===== config.mk =====
export PLATFORM = sky130hd
export DESIGN_NAME = pcs_regs
export DESIGN_NICKNAME = d
export VERILOG_FILES = /design/src/verilog/pcs_pkg.sv /design/src/verilog/pcs_reset_timer.sv /design/src/verilog/pcs_regs.sv
export VERILOG_INCLUDE_DIRS = /design/src /design/src/verilog
export SDC_FILE = /design/constraint.sdc
export NUM_CORES = 1
export LEC_CHECK = 0
export BUFFER_PORTS_ARGS = -buffer_cell sky130_fd_sc_hd__buf_4
export CAP_MARGIN = 5
export CORE_UTILIZATION = 40
export DETAILED_ROUTE_END_ITERATION = 6
export MAX_ROUTING_LAYER = met4
export PLACE_DENSITY_LB_ADDON = 0.12
export SYNTH_ARGS = -nofsm -noshare
export SYNTH_HDL_FRONTEND = slang
export SYNTH_SLANG_ARGS = --single-unit
export TNS_END_PERCENT = 30

===== constraint.sdc =====
create_clock -name sys_clk -period 2.9 [get_ports sys_clk]
set_input_delay 0.145 -clock sys_clk [delete_from_list [all_inputs] [get_ports sys_clk]]
set_output_delay 0.145 -clock sys_clk [all_outputs]
set_load 0.05 [all_outputs]

===== src/verilog/pcs_cfg.svh =====
// Register offsets, field positions, reset values and timing counts
`ifndef PCS_CFG_SVH
`define PCS_CFG_SVH
`define PCS_DEVAD_PMA 5'h01
`define PCS_REG_CTRL1 16'h0000
`define PCS_REG_STAT1 16'h0001
`define PCS_BIT_SOFT_RESET 15
`define PCS_BIT_POWER_DOWN 11
`define PCS_BIT_LOOPBACK 0
`define PCS_BIT_LINK_UP 2
`define PCS_BIT_PD_CAPABLE 1
`define PCS_STAT1_RESET 16'h0002
`define PCS_CTRL1_RESET 16'h0000
`define PCS_RESET_NS 100
`define PCS_CLK_MHZ 200
`define PCS_RESET_CYCLES ((`PCS_RESET_NS * `PCS_CLK_MHZ + 999) / 1000)
`endif


===== src/verilog/pcs_pkg.sv =====
// Types for the medium-attachment control and status registers
package pcs_pkg;
   typedef enum logic [1:0] {
      pcs_fn_address,
      pcs_fn_data,
      pcs_fn_data_inc_rw,
      pcs_fn_data_inc_w
   } pcs_fn_t;
   typedef struct packed {
      logic req;
      logic wr;
      logic [4:0] devad;
      logic [15:0] regad;
      logic [15:0] wdata;
   } pcs_req_t;
   typedef enum {pcs_st_run, pcs_st_reset} pcs_state_t;
endpackage


===== src/verilog/pcs_reset_timer.sv =====
// Counter that times the whole-chip soft reset pulse
`timescale 1ns/1ps
module pcs_reset_timer #(
   parameter int CYCLES = 20
) (
   input wire logic sys_clk,
   input wire logic rst_n,
   input wire logic start,
   output logic busy
);
   logic [15:0] count;
   if (CYCLES < 1 || CYCLES > 65535) begin : g_bad_cycles
      $error("pcs_reset_timer: CYCLES out of range");
   end
   always_ff @(posedge sys_clk or negedge rst_n) begin
      if (!rst_n) begin
         count <= 16'h0000;
         busy <= 1'b0;
      end else if (start) begin
         count <= 16'(CYCLES - 1);
         busy <= 1'b1;
      end else if (count != 16'h0000) begin
         count <= count - 16'h0001;
      end else begin
         busy <= 1'b0;
      end
   end
endmodule


===== src/verilog/pcs_regs.sv =====
// Medium-attachment control and status registers with indirect access
// Overview of operation
// - Control at device 0x01 register 0x0000, status at register 0x0001.
// - Control reset value follows the power-down strap pin sampled at reset release.
// - Writing 1 to control bit 15 reinitialises the whole chip.
// - Reset bit self-clears; reads 1 only while reset runs.
// - Control bit 11 set puts the chip into low power.
// - Management access keeps working during software power-down.
// - Power-down default comes from a strap pin.
// - Control bit 0 loops transmit data back to receive.
// - Status bit 2 is link up, cleared if link dropped since last read.
// - Latched low link bit stays low until read, then follows link.
// - Status bit 1 always 1; status resets to 0x0002.
// - Indirect function field: address, data, inc on rw, inc on writes.
`timescale 1ns/1ps
`include "pcs_cfg.svh"
module pcs_regs
   import pcs_pkg::*;
#(
   parameter int RESET_CYCLES = `PCS_RESET_CYCLES
) (
   input wire logic sys_clk,
   input wire logic rst_n,
   input wire pcs_req_t direct_req,
   input wire logic acr_write,
   input wire logic [15:0] acr_wdata,
   input wire logic acc_req,
   input wire logic acc_wr,
   input wire logic [15:0] acc_wdata,
   input wire logic power_down_strap_pin,
   input wire logic link_ok,
   input wire logic [7:0] tx_data,
   input wire logic tx_valid,
   input wire logic [7:0] line_rx_data,
   input wire logic line_rx_valid,
   output logic [15:0] rdata,
   output logic rvalid,
   output logic [15:0] acr_rdata,
   output logic whole_chip_soft_reset,
   output logic soft_power_down,
   output logic local_loopback_enable,
   output logic chip_reset_n,
   output logic [7:0] rx_data,
   output logic rx_valid
);
   pcs_state_t state;
   pcs_fn_t indirect_access_function;
   logic [4:0] acr_devad;
   logic [15:0] mmd_addr;
   logic strap_taken;
   logic latched_link_up;
   logic reset_busy;
   logic start_reset;
   logic acc_data;
   logic sel_ctrl;
   logic sel_stat;
   logic eff_req;
   logic eff_wr;
   logic [4:0] eff_devad;
   logic [15:0] eff_regad;
   logic [15:0] eff_wdata;
   logic [15:0] next_rdata;

   // Indirect path steers through the access-control function field
   assign acc_data = acc_req &&
      (indirect_access_function != pcs_fn_address);
   assign eff_req = direct_req.req | acc_data;
   assign eff_wr = direct_req.req ? direct_req.wr : acc_wr;
   assign eff_devad = direct_req.req ? direct_req.devad : acr_devad;
   assign eff_regad = direct_req.req ? direct_req.regad : mmd_addr;
   assign eff_wdata = direct_req.req ? direct_req.wdata : acc_wdata;
   assign sel_ctrl = eff_req && eff_devad == `PCS_DEVAD_PMA &&
      eff_regad == `PCS_REG_CTRL1;
   assign sel_stat = eff_req && eff_devad == `PCS_DEVAD_PMA &&
      eff_regad == `PCS_REG_STAT1;
   assign start_reset = sel_ctrl && eff_wr &&
      eff_wdata[`PCS_BIT_SOFT_RESET] && state == pcs_st_run;

   pcs_reset_timer #(
      .CYCLES(RESET_CYCLES)
   ) u_timer (
      .sys_clk(sys_clk),
      .rst_n(rst_n),
      .start(start_reset),
      .busy(reset_busy)
   );

   // Access-control register and indirect address pointer
   always_ff @(posedge sys_clk or negedge rst_n) begin
      if (!rst_n) begin
         indirect_access_function <= pcs_fn_address;
         acr_devad <= 5'h00;
         mmd_addr <= 16'h0000;
      end else begin
         if (acr_write) begin
            indirect_access_function <= pcs_fn_t'(acr_wdata[15:14]);
            acr_devad <= acr_wdata[4:0];
         end
         // A direct access in the same cycle wins; the pointer holds
         if (acc_req && !direct_req.req) begin
            case (indirect_access_function)
               pcs_fn_address: mmd_addr <= acc_wdata;
               pcs_fn_data_inc_rw: mmd_addr <= mmd_addr + 16'h0001;
               pcs_fn_data_inc_w: begin
                  if (acc_wr) begin
                     mmd_addr <= mmd_addr + 16'h0001;
                  end
               end
               default: mmd_addr <= mmd_addr;
            endcase
         end
      end
   end

   always_ff @(posedge sys_clk or negedge rst_n) begin
      if (!rst_n) begin
         acr_rdata <= 16'h0000;
      end else begin
         acr_rdata <= {indirect_access_function, 9'h000, acr_devad};
      end
   end

   // Reset sequencing state
   always_ff @(posedge sys_clk or negedge rst_n) begin
      if (!rst_n) begin
         state <= pcs_st_run;
      end else begin
         case (state)
            pcs_st_run: begin
               if (start_reset) begin
                  state <= pcs_st_reset;
               end
            end
            pcs_st_reset: begin
               if (!reset_busy) begin
                  state <= pcs_st_run;
               end
            end
            default: state <= pcs_st_run;
         endcase
      end
   end

   // Control register; strap reloads power-down on every reset
   always_ff @(posedge sys_clk or negedge rst_n) begin
      if (!rst_n) begin
         whole_chip_soft_reset <= 1'b0;
         soft_power_down <= 1'b0;
         local_loopback_enable <= 1'b0;
         strap_taken <= 1'b0;
         chip_reset_n <= 1'b0;
      end else begin
         chip_reset_n <= (state == pcs_st_run) && !start_reset;
         whole_chip_soft_reset <= start_reset ||
            (state == pcs_st_reset && reset_busy);
         if (!strap_taken || (state == pcs_st_reset && !reset_busy)) begin
            strap_taken <= 1'b1;
            soft_power_down <= power_down_strap_pin;
            local_loopback_enable <= 1'b0;
         end else if (sel_ctrl && eff_wr && !start_reset) begin
            // Writes allowed even while powered down
            soft_power_down <= eff_wdata[`PCS_BIT_POWER_DOWN];
            local_loopback_enable <= eff_wdata[`PCS_BIT_LOOPBACK];
         end
      end
   end

   // Latch-low link status; a drop during the read still wins
   always_ff @(posedge sys_clk or negedge rst_n) begin
      if (!rst_n) begin
         latched_link_up <= 1'b0;
      end else if (!link_ok || soft_power_down) begin
         latched_link_up <= 1'b0;
      end else if (sel_stat && !eff_wr) begin
         latched_link_up <= 1'b1;
      end
   end

   always_comb begin
      next_rdata = 16'h0000;
      if (sel_ctrl) begin
         next_rdata[`PCS_BIT_SOFT_RESET] = whole_chip_soft_reset;
         next_rdata[`PCS_BIT_POWER_DOWN] = soft_power_down;
         next_rdata[`PCS_BIT_LOOPBACK] = local_loopback_enable;
      end else if (sel_stat) begin
         next_rdata = `PCS_STAT1_RESET;
         next_rdata[`PCS_BIT_LINK_UP] = latched_link_up;
      end
   end

   // Read data, valid one cycle after the request
   always_ff @(posedge sys_clk or negedge rst_n) begin
      if (!rst_n) begin
         rdata <= 16'h0000;
         rvalid <= 1'b0;
      end else begin
         rvalid <= eff_req && !eff_wr;
         if (eff_req && !eff_wr) begin
            rdata <= next_rdata;
         end
      end
   end

   // Receive path mux: loopback returns transmit data
   always_ff @(posedge sys_clk or negedge rst_n) begin
      if (!rst_n) begin
         rx_data <= 8'h00;
         rx_valid <= 1'b0;
      end else if (soft_power_down) begin
         rx_data <= 8'h00;
         rx_valid <= 1'b0;
      end else if (local_loopback_enable) begin
         rx_data <= tx_data;
         rx_valid <= tx_valid;
      end else begin
         rx_data <= line_rx_data;
         rx_valid <= line_rx_valid;
      end
   end

   a_status_pd_capable: assert property (
      @(posedge sys_clk) disable iff (!rst_n)
      rvalid && $past(sel_stat) |-> rdata[1])
      else $error("Power-down capable bit not set");
   a_link_drop_latch: assert property (
      @(posedge sys_clk) disable iff (!rst_n)
      !link_ok |=> !latched_link_up)
      else $error("Link drop not latched");
   a_link_hold_low: assert property (
      @(posedge sys_clk) disable iff (!rst_n)
      !latched_link_up && !(sel_stat && !eff_wr) |=> !latched_link_up)
      else $error("Latched link rose without a read");
   a_reset_start: assert property (
      @(posedge sys_clk) disable iff (!rst_n)
      start_reset |=> whole_chip_soft_reset && !chip_reset_n)
      else $error("Soft reset did not start");
   a_reset_clears: assert property (
      @(posedge sys_clk) disable iff (!rst_n)
      state == pcs_st_reset && !reset_busy |=> !whole_chip_soft_reset)
      else $error("Soft reset bit did not clear");
   a_loop_path: assert property (
      @(posedge sys_clk) disable iff (!rst_n)
      local_loopback_enable && !soft_power_down |=>
      rx_data == $past(tx_data))
      else $error("Loopback data mismatch");
   a_pd_write: assert property (
      @(posedge sys_clk) disable iff (!rst_n)
      strap_taken && sel_ctrl && eff_wr && !start_reset &&
      state == pcs_st_run |=>
      soft_power_down == $past(eff_wdata[`PCS_BIT_POWER_DOWN]))
      else $error("Power-down bit not written");
   a_pd_quiet_rx: assert property (
      @(posedge sys_clk) disable iff (!rst_n)
      soft_power_down |=> !rx_valid)
      else $error("Receive active in power-down");
   a_rsvd_zero: assert property (
      @(posedge sys_clk) disable iff (!rst_n)
      rvalid |-> rdata[14:12] == 3'h0 && rdata[10:3] == 8'h00)
      else $error("Reserved bits not zero");
endmodule


# Word-level counts from Yosys, hierarchy flattened
# Cells that the tools add are included.
classes:
  n_mux: 29
  addsub: 2
  eq_ne: 10
  bitwise_logic: 1
  reduce_logical: 35
ops:
  columns: ["cell", "count"]
  rows:
  - ["2-to-1 mux 16 bit", 5]
  - ["logical NOT 32 bit", 2]
  - ["2-to-1 mux 32 bit", 2]
  - ["case mux 32 bit (2 select lines)", 1]
  - ["case mux 16 bit (3 select lines)", 1]
  - ["== test 32 x 1 -> 1 bit (second input constant)", 1]
  - ["== test 32 x 2 -> 1 bit (second input constant)", 1]
  - ["adder 16 x 1 -> 16 bit (second input constant)", 1]
  - ["== test 16 x 1 -> 1 bit (second input constant)", 1]
  - ["logical NOT 16 bit", 1]
  - ["2-to-1 mux 8 bit", 2]
  - ["nonzero test 16 bit", 1]
  - ["subtractor 16 x 1 -> 16 bit (second input constant)", 1]
  - ["logical AND 1 bit", 14]
  - ["2-to-1 mux 1 bit", 14]
  - ["2-to-1 mux 10 bit", 1]
  - ["!= test 2 bit (second input constant)", 4]
  - ["nonzero test 2 bit", 4]
  - ["logical NOT 1 bit", 6]
  - ["2-to-1 mux 3 bit", 2]
  - ["== test 5 x 1 -> 1 bit (second input constant)", 1]
  - ["2-to-1 mux 5 bit", 1]
  - ["== test 2 bit (second input constant)", 2]
  - ["logical OR 1 bit", 3]
  - ["other kinds (5)", 5]
totals:
  wordCells: 94
  register_bits: 111
  inputBits: 96

# Depth between registers and ports, before layout
logic_depth:
  word_depth: 12
  mapped_depth: 8

# By module
# Synthesis repeated with hierarchy kept, for this count alone.
hier_totals:
  cells_unflattened: 377
  hier_area_um2: 3697.3
modules_own_cells:
  columns: ["module", "seq_area_each_um2", "cells_per_inst", "n_inst", "area_per_inst_um2"]
  rows:
  - ["pcs_regs", 1301.2, 278, 1, 2731.4]
  - ["pcs_reset_timer", 425.4, 99, 1, 965.9]

# Worst setup path before layout
# OpenSTA, ideal clock, no wires.
synth_path:
  kind: "reg2reg"
  startpoint: "reg mmd_addr[4]"
  endpoint: "reg soft_power_down"
  t_arrival_ps: 2353
  required_ps: 2769
  setup_ps: 131
  slack_ps: 416
  path_buffers: 0
  path_stages_with_launch: 7
  cell_sequence: "dfrtp_1 > or4_1 > or4_4 > a221o_1 > a2111o_1 > mux2i_1 > o21ai_1"
synth_between:
  elab_chain_cells: 9
synth_lines:
  columns: ["element", "line", "text"]
  rows:
  - ["start: declaration", "pcs_regs.sv:49", "logic [15:0] mmd_addr;"]
  - ["start signal: assignment", "pcs_regs.sv:102", "pcs_fn_address: mmd_addr <= acc_wdata;"]
  - ["start signal: assignment", "pcs_regs.sv:103", "pcs_fn_data_inc_rw: mmd_addr <= mmd_addr + 16'h0001;"]
  - ["start signal: assignment", "pcs_regs.sv:106", "mmd_addr <= mmd_addr + 16'h0001;"]
  - ["2-to-1 mux 16 bit (*)", "pcs_regs.sv:70", "assign eff_regad = direct_req.req ? direct_req.regad : mmd_addr;"]
  - ["logical NOT 16 bit (no source line) (*)", null, null]
  - ["logical AND 1 bit (no source line) (*)", null, null]
  - ["logical AND 1 bit (*)", "pcs_regs.sv:76, pcs_regs.sv:160", null]
  - ["logical AND 1 bit (2 in a row)", "pcs_regs.sv:76", "assign start_reset = sel_ctrl && eff_wr &&"]
  - ["logical NOT 1 bit", "pcs_regs.sv:160", "end else if (sel_ctrl && eff_wr && !start_reset) begin"]
  - ["logical AND 1 bit (*)", "pcs_regs.sv:160", null]
  - ["nonzero test 2 bit (no source line) (*)", null, null]
  - ["end signal: assignment", "pcs_regs.sv:158", "soft_power_down <= power_down_strap_pin;"]
  - ["end signal: assignment", "pcs_regs.sv:162", "soft_power_down <= eff_wdata[`PCS_BIT_POWER_DOWN];"]
  - ["end: declaration", "pcs_regs.sv:40", "output logic soft_power_down,"]
# Every way passes the cells marked *; elsewhere a longest branch is shown, timed or not.
# A chain may end at the register's enable or synchronous reset.

# Worst setup path in the final report
# Ends and elaborated chain as after synthesis.

==> summary.md <==
| Metric | Value |
|---|---|
| CP max FO | 7 |
| Clk_skew | 0.0130 ns |
| CTS sink cnt | 69 |
| Number of port buffers | 99 |
| Post-Syn Area | 3550 um2 |
| Setup tns final | 0 ns |
| # IOs | ~140 |
| Ys async rst share | 100% |
| Most common cell in the netlist | dfrtp_1 |
| CTS tree | built |
| Ant diodes | 0 |
| FF+latch count, synth | 69 |
| Fin. Hold Viols | 0 |
| CTS HTree Levels | 3 |
| Post-layout nets | 559 |
| Die height | a little under 100 um |
| Area Growth Syn to Fin | 26.3% |
| Dpl hpwl | approximately 5.7 mm |
| Final WS setup | roughly 0.26 ns |
| Final setup vio count | 0 |
| Number of synthesized flops with an enable pin | 0 |
| First-pass DRT Iterations | 4 |
| F_max | roughly 380 MHz |
| Fin crit share | 91.0% |
| Met2 GRT Util | 30.7% |
| Unrepaired setup endpoints after global routing | false |
| Ys flop type | dfrtp_1 |
| Total die area | 9250 um2 |
| Routability cong. | 0.772 |
| Antenna violations before repair | 0 |
| Largest net degree at the start of global routing | 70 |
| Number of global-route vias before repair | 2,832 |
| Vias post-DR | 2,926 |
| DR iter-0 viols | 110 |
| Slew margin rel. | a little under two fifths |
| Ys Warns | 0 |
| Critical path arrival | 2.85 ns |
| Core Util, Final | around 52% |
| Ratio of cells with drive above 1 in the final layout | between 20% and 30% |
| Mean post-synth cell area | 9.81 um2 |
| Mapped Cells | 362 |
| Slew @ Worst Pin | 0.945 ns |
| Total Wirelength | 7.90 mm |
| Clock insertion delay at the later pin of the skew report | 0.34 ns |
| Req. time, crit path | 3.11 ns |
| Rows | 34 |
| Max Transition Viols Final | 0 |
| Total track usage | 19.1% |
| Status | finished, final reports clean |
| Commonest cells in the netlist | 69 x dfrtp_1, 38 x nor2_1, 28 x nand2_1 |
| Power density over cell area | 524 nW/um2 |
| Core box area | approximately 8600 um2 |
| Minimum clock period | between 2 and 3 ns |
| GR Util met3 | 5.29% |
| GRT busiest layer | met2 |
| Sequential share of the synthesized area | approximately 49% |
| Synth unique cells | roughly 50 |
| Starting density of the core | approximately two fifths |
| Pleak | 2.00 nW |
| Crit path kind | register to register |
| Avg WL per Cell | 13.8 um |
| DR vias/cell | 5.12 |
| Die X | approximately 96 um |
| Peak supply drop | 254 uV |
| Antenna-violating nets left | 0 |
| Post-synth top area share | 48.6% |
| Place WS | 0.277 ns |
| Setup crit end kind | register |
| Area leader, netlist | dfrtp_1 |
| Drc violations | 0 |
| Max Cap Viol | 0 |
| CTS Buf Count | 9 |
| Buffer depth of the longest clock path | 2 |
| Ranking of synthesized cells by area | dfrtp_1 49%, buf_4 4.2%, nor2_1 4.0% |
| Startpoint Class | register |
| Clock root cell | clkbuf_8 |
| Worst-path clk slew | around 0.07 ns |
| Hold crit path type | input pin to register |
| CTS resizes | 0 |
| Grt met1 use | about a quarter |
| Global-route wire length before repair | 13.0 mm |
| Grt ovf | 0 |
## metal layers
metal | vias to the layer above | part of all wire (%)
met1 | 1394 | 44
met4 | 0 | 1.1
met2 | 90 | 48
met3 | 5 | 6.5
met5 | - | 0
li1 | 1437 | -
## power by group
| group | internal (mW) | switching [mW] |
|---|---|---|
| logic | 0.204 | 0.301 |
| registers | 1.06 | 0.104 |
| clock network | 0.322 | 0.351 |
## worst max-delay path, cell delays in order (launching register included)
cell	delay, ns
dfrtp_1	0.44
or4_1	0.59
or4_4	0.51
a221o_1	0.40
a2111o_1	0.35
mux2i_1	0.16
o21ai_1	0.07
## kinds of logic (layout without fill, tap and decap cells)
group | Yosys count | in the layout | share of synthesized area, %
DFF | 69 | 69 | 48.6
and+or+nand+nor | 129 | 129 | 18.6
adders and majority gates | 3 | 3 | 1.06
buffers and inverters | 47 | 130 | 7.37
AOI/OAI and AO/OA | 78 | 78 | 14.5
xor gates and xnor gates | 10 | 10 | 2.47
other | 2 | 21 | 0.212
muxes | 24 | 24 | 7.16
## state kept, by name, indices dropped and copies added (netlist names), 2 cells and up
register and count:
acr_devad 5, rdata 5, acr_rdata 7, indirect_access_function 2
u_timer.count 16, mmd_addr 16, rx_data 8
## path summary, 6_finish.rpt
path	from	end	slack [ns]	depth (start not counted)
max reg2reg	mmd_addr[4]	soft_power_down	0.26	6
max	mmd_addr[4]	soft_power_down	0.26	6
max in group asynchronous	rst_n	local_loopback_enable	1.86	2
min	power_down_strap_pin	soft_power_down	0.02	3
min in group asynchronous	rst_n	acr_rdata[3]	0.47	2
min reg2reg	acr_devad[4]	acr_rdata[4]	0.39	0
## what timing repair did
item | CTS | global route
endpoints found under the hold margin | 69 | 0
buffers inserted | 0 | 0
setup endpoints to repair | 0 | 0
hold buffers | 1 | 0
## cells in the final DEF, fill, tap and decap left out, types with 13 or more instances in the layout
master,netlist,layout
o22a_1,13,13
conb_1,2,21
dfrtp_1,69,69
a21oi_1,22,22
o21ai_0,15,15
nand2_1,28,28
buf_4,20,103
mux2i_1,13,13
nor2_1,38,38
## area by class of cell
class,instances,area (um2)
Clock buffer,10,138
Tap cell,108,135
Sequential cell,69,1730
Inverter,11,41.3
Fill cell,842,4150
Timing Repair Buffer,104,783
Multi-Input combinational cell,265,1630
Clock inverter,5,27.5
## through the flow
step | instance area, um2 | hold WS, ns | std cells | total power [mW]
2_1_floorplan | 3620 | -0.151 | 381 | 1.52
3_3_place_gp | 4310 | 0.335 | 556 | 1.69
3_5_place_dp | 4310 | 0.330 | 556 | 1.69
4_1_cts | 4480 | 0.00927 | 572 | 2.38
5_1_grt | 4480 | 0.0196 | 572 | 2.48
6_report | 4480 | 0.0219 | 572 | 2.35
No activity file was read; power rests on OpenSTA's default activity.
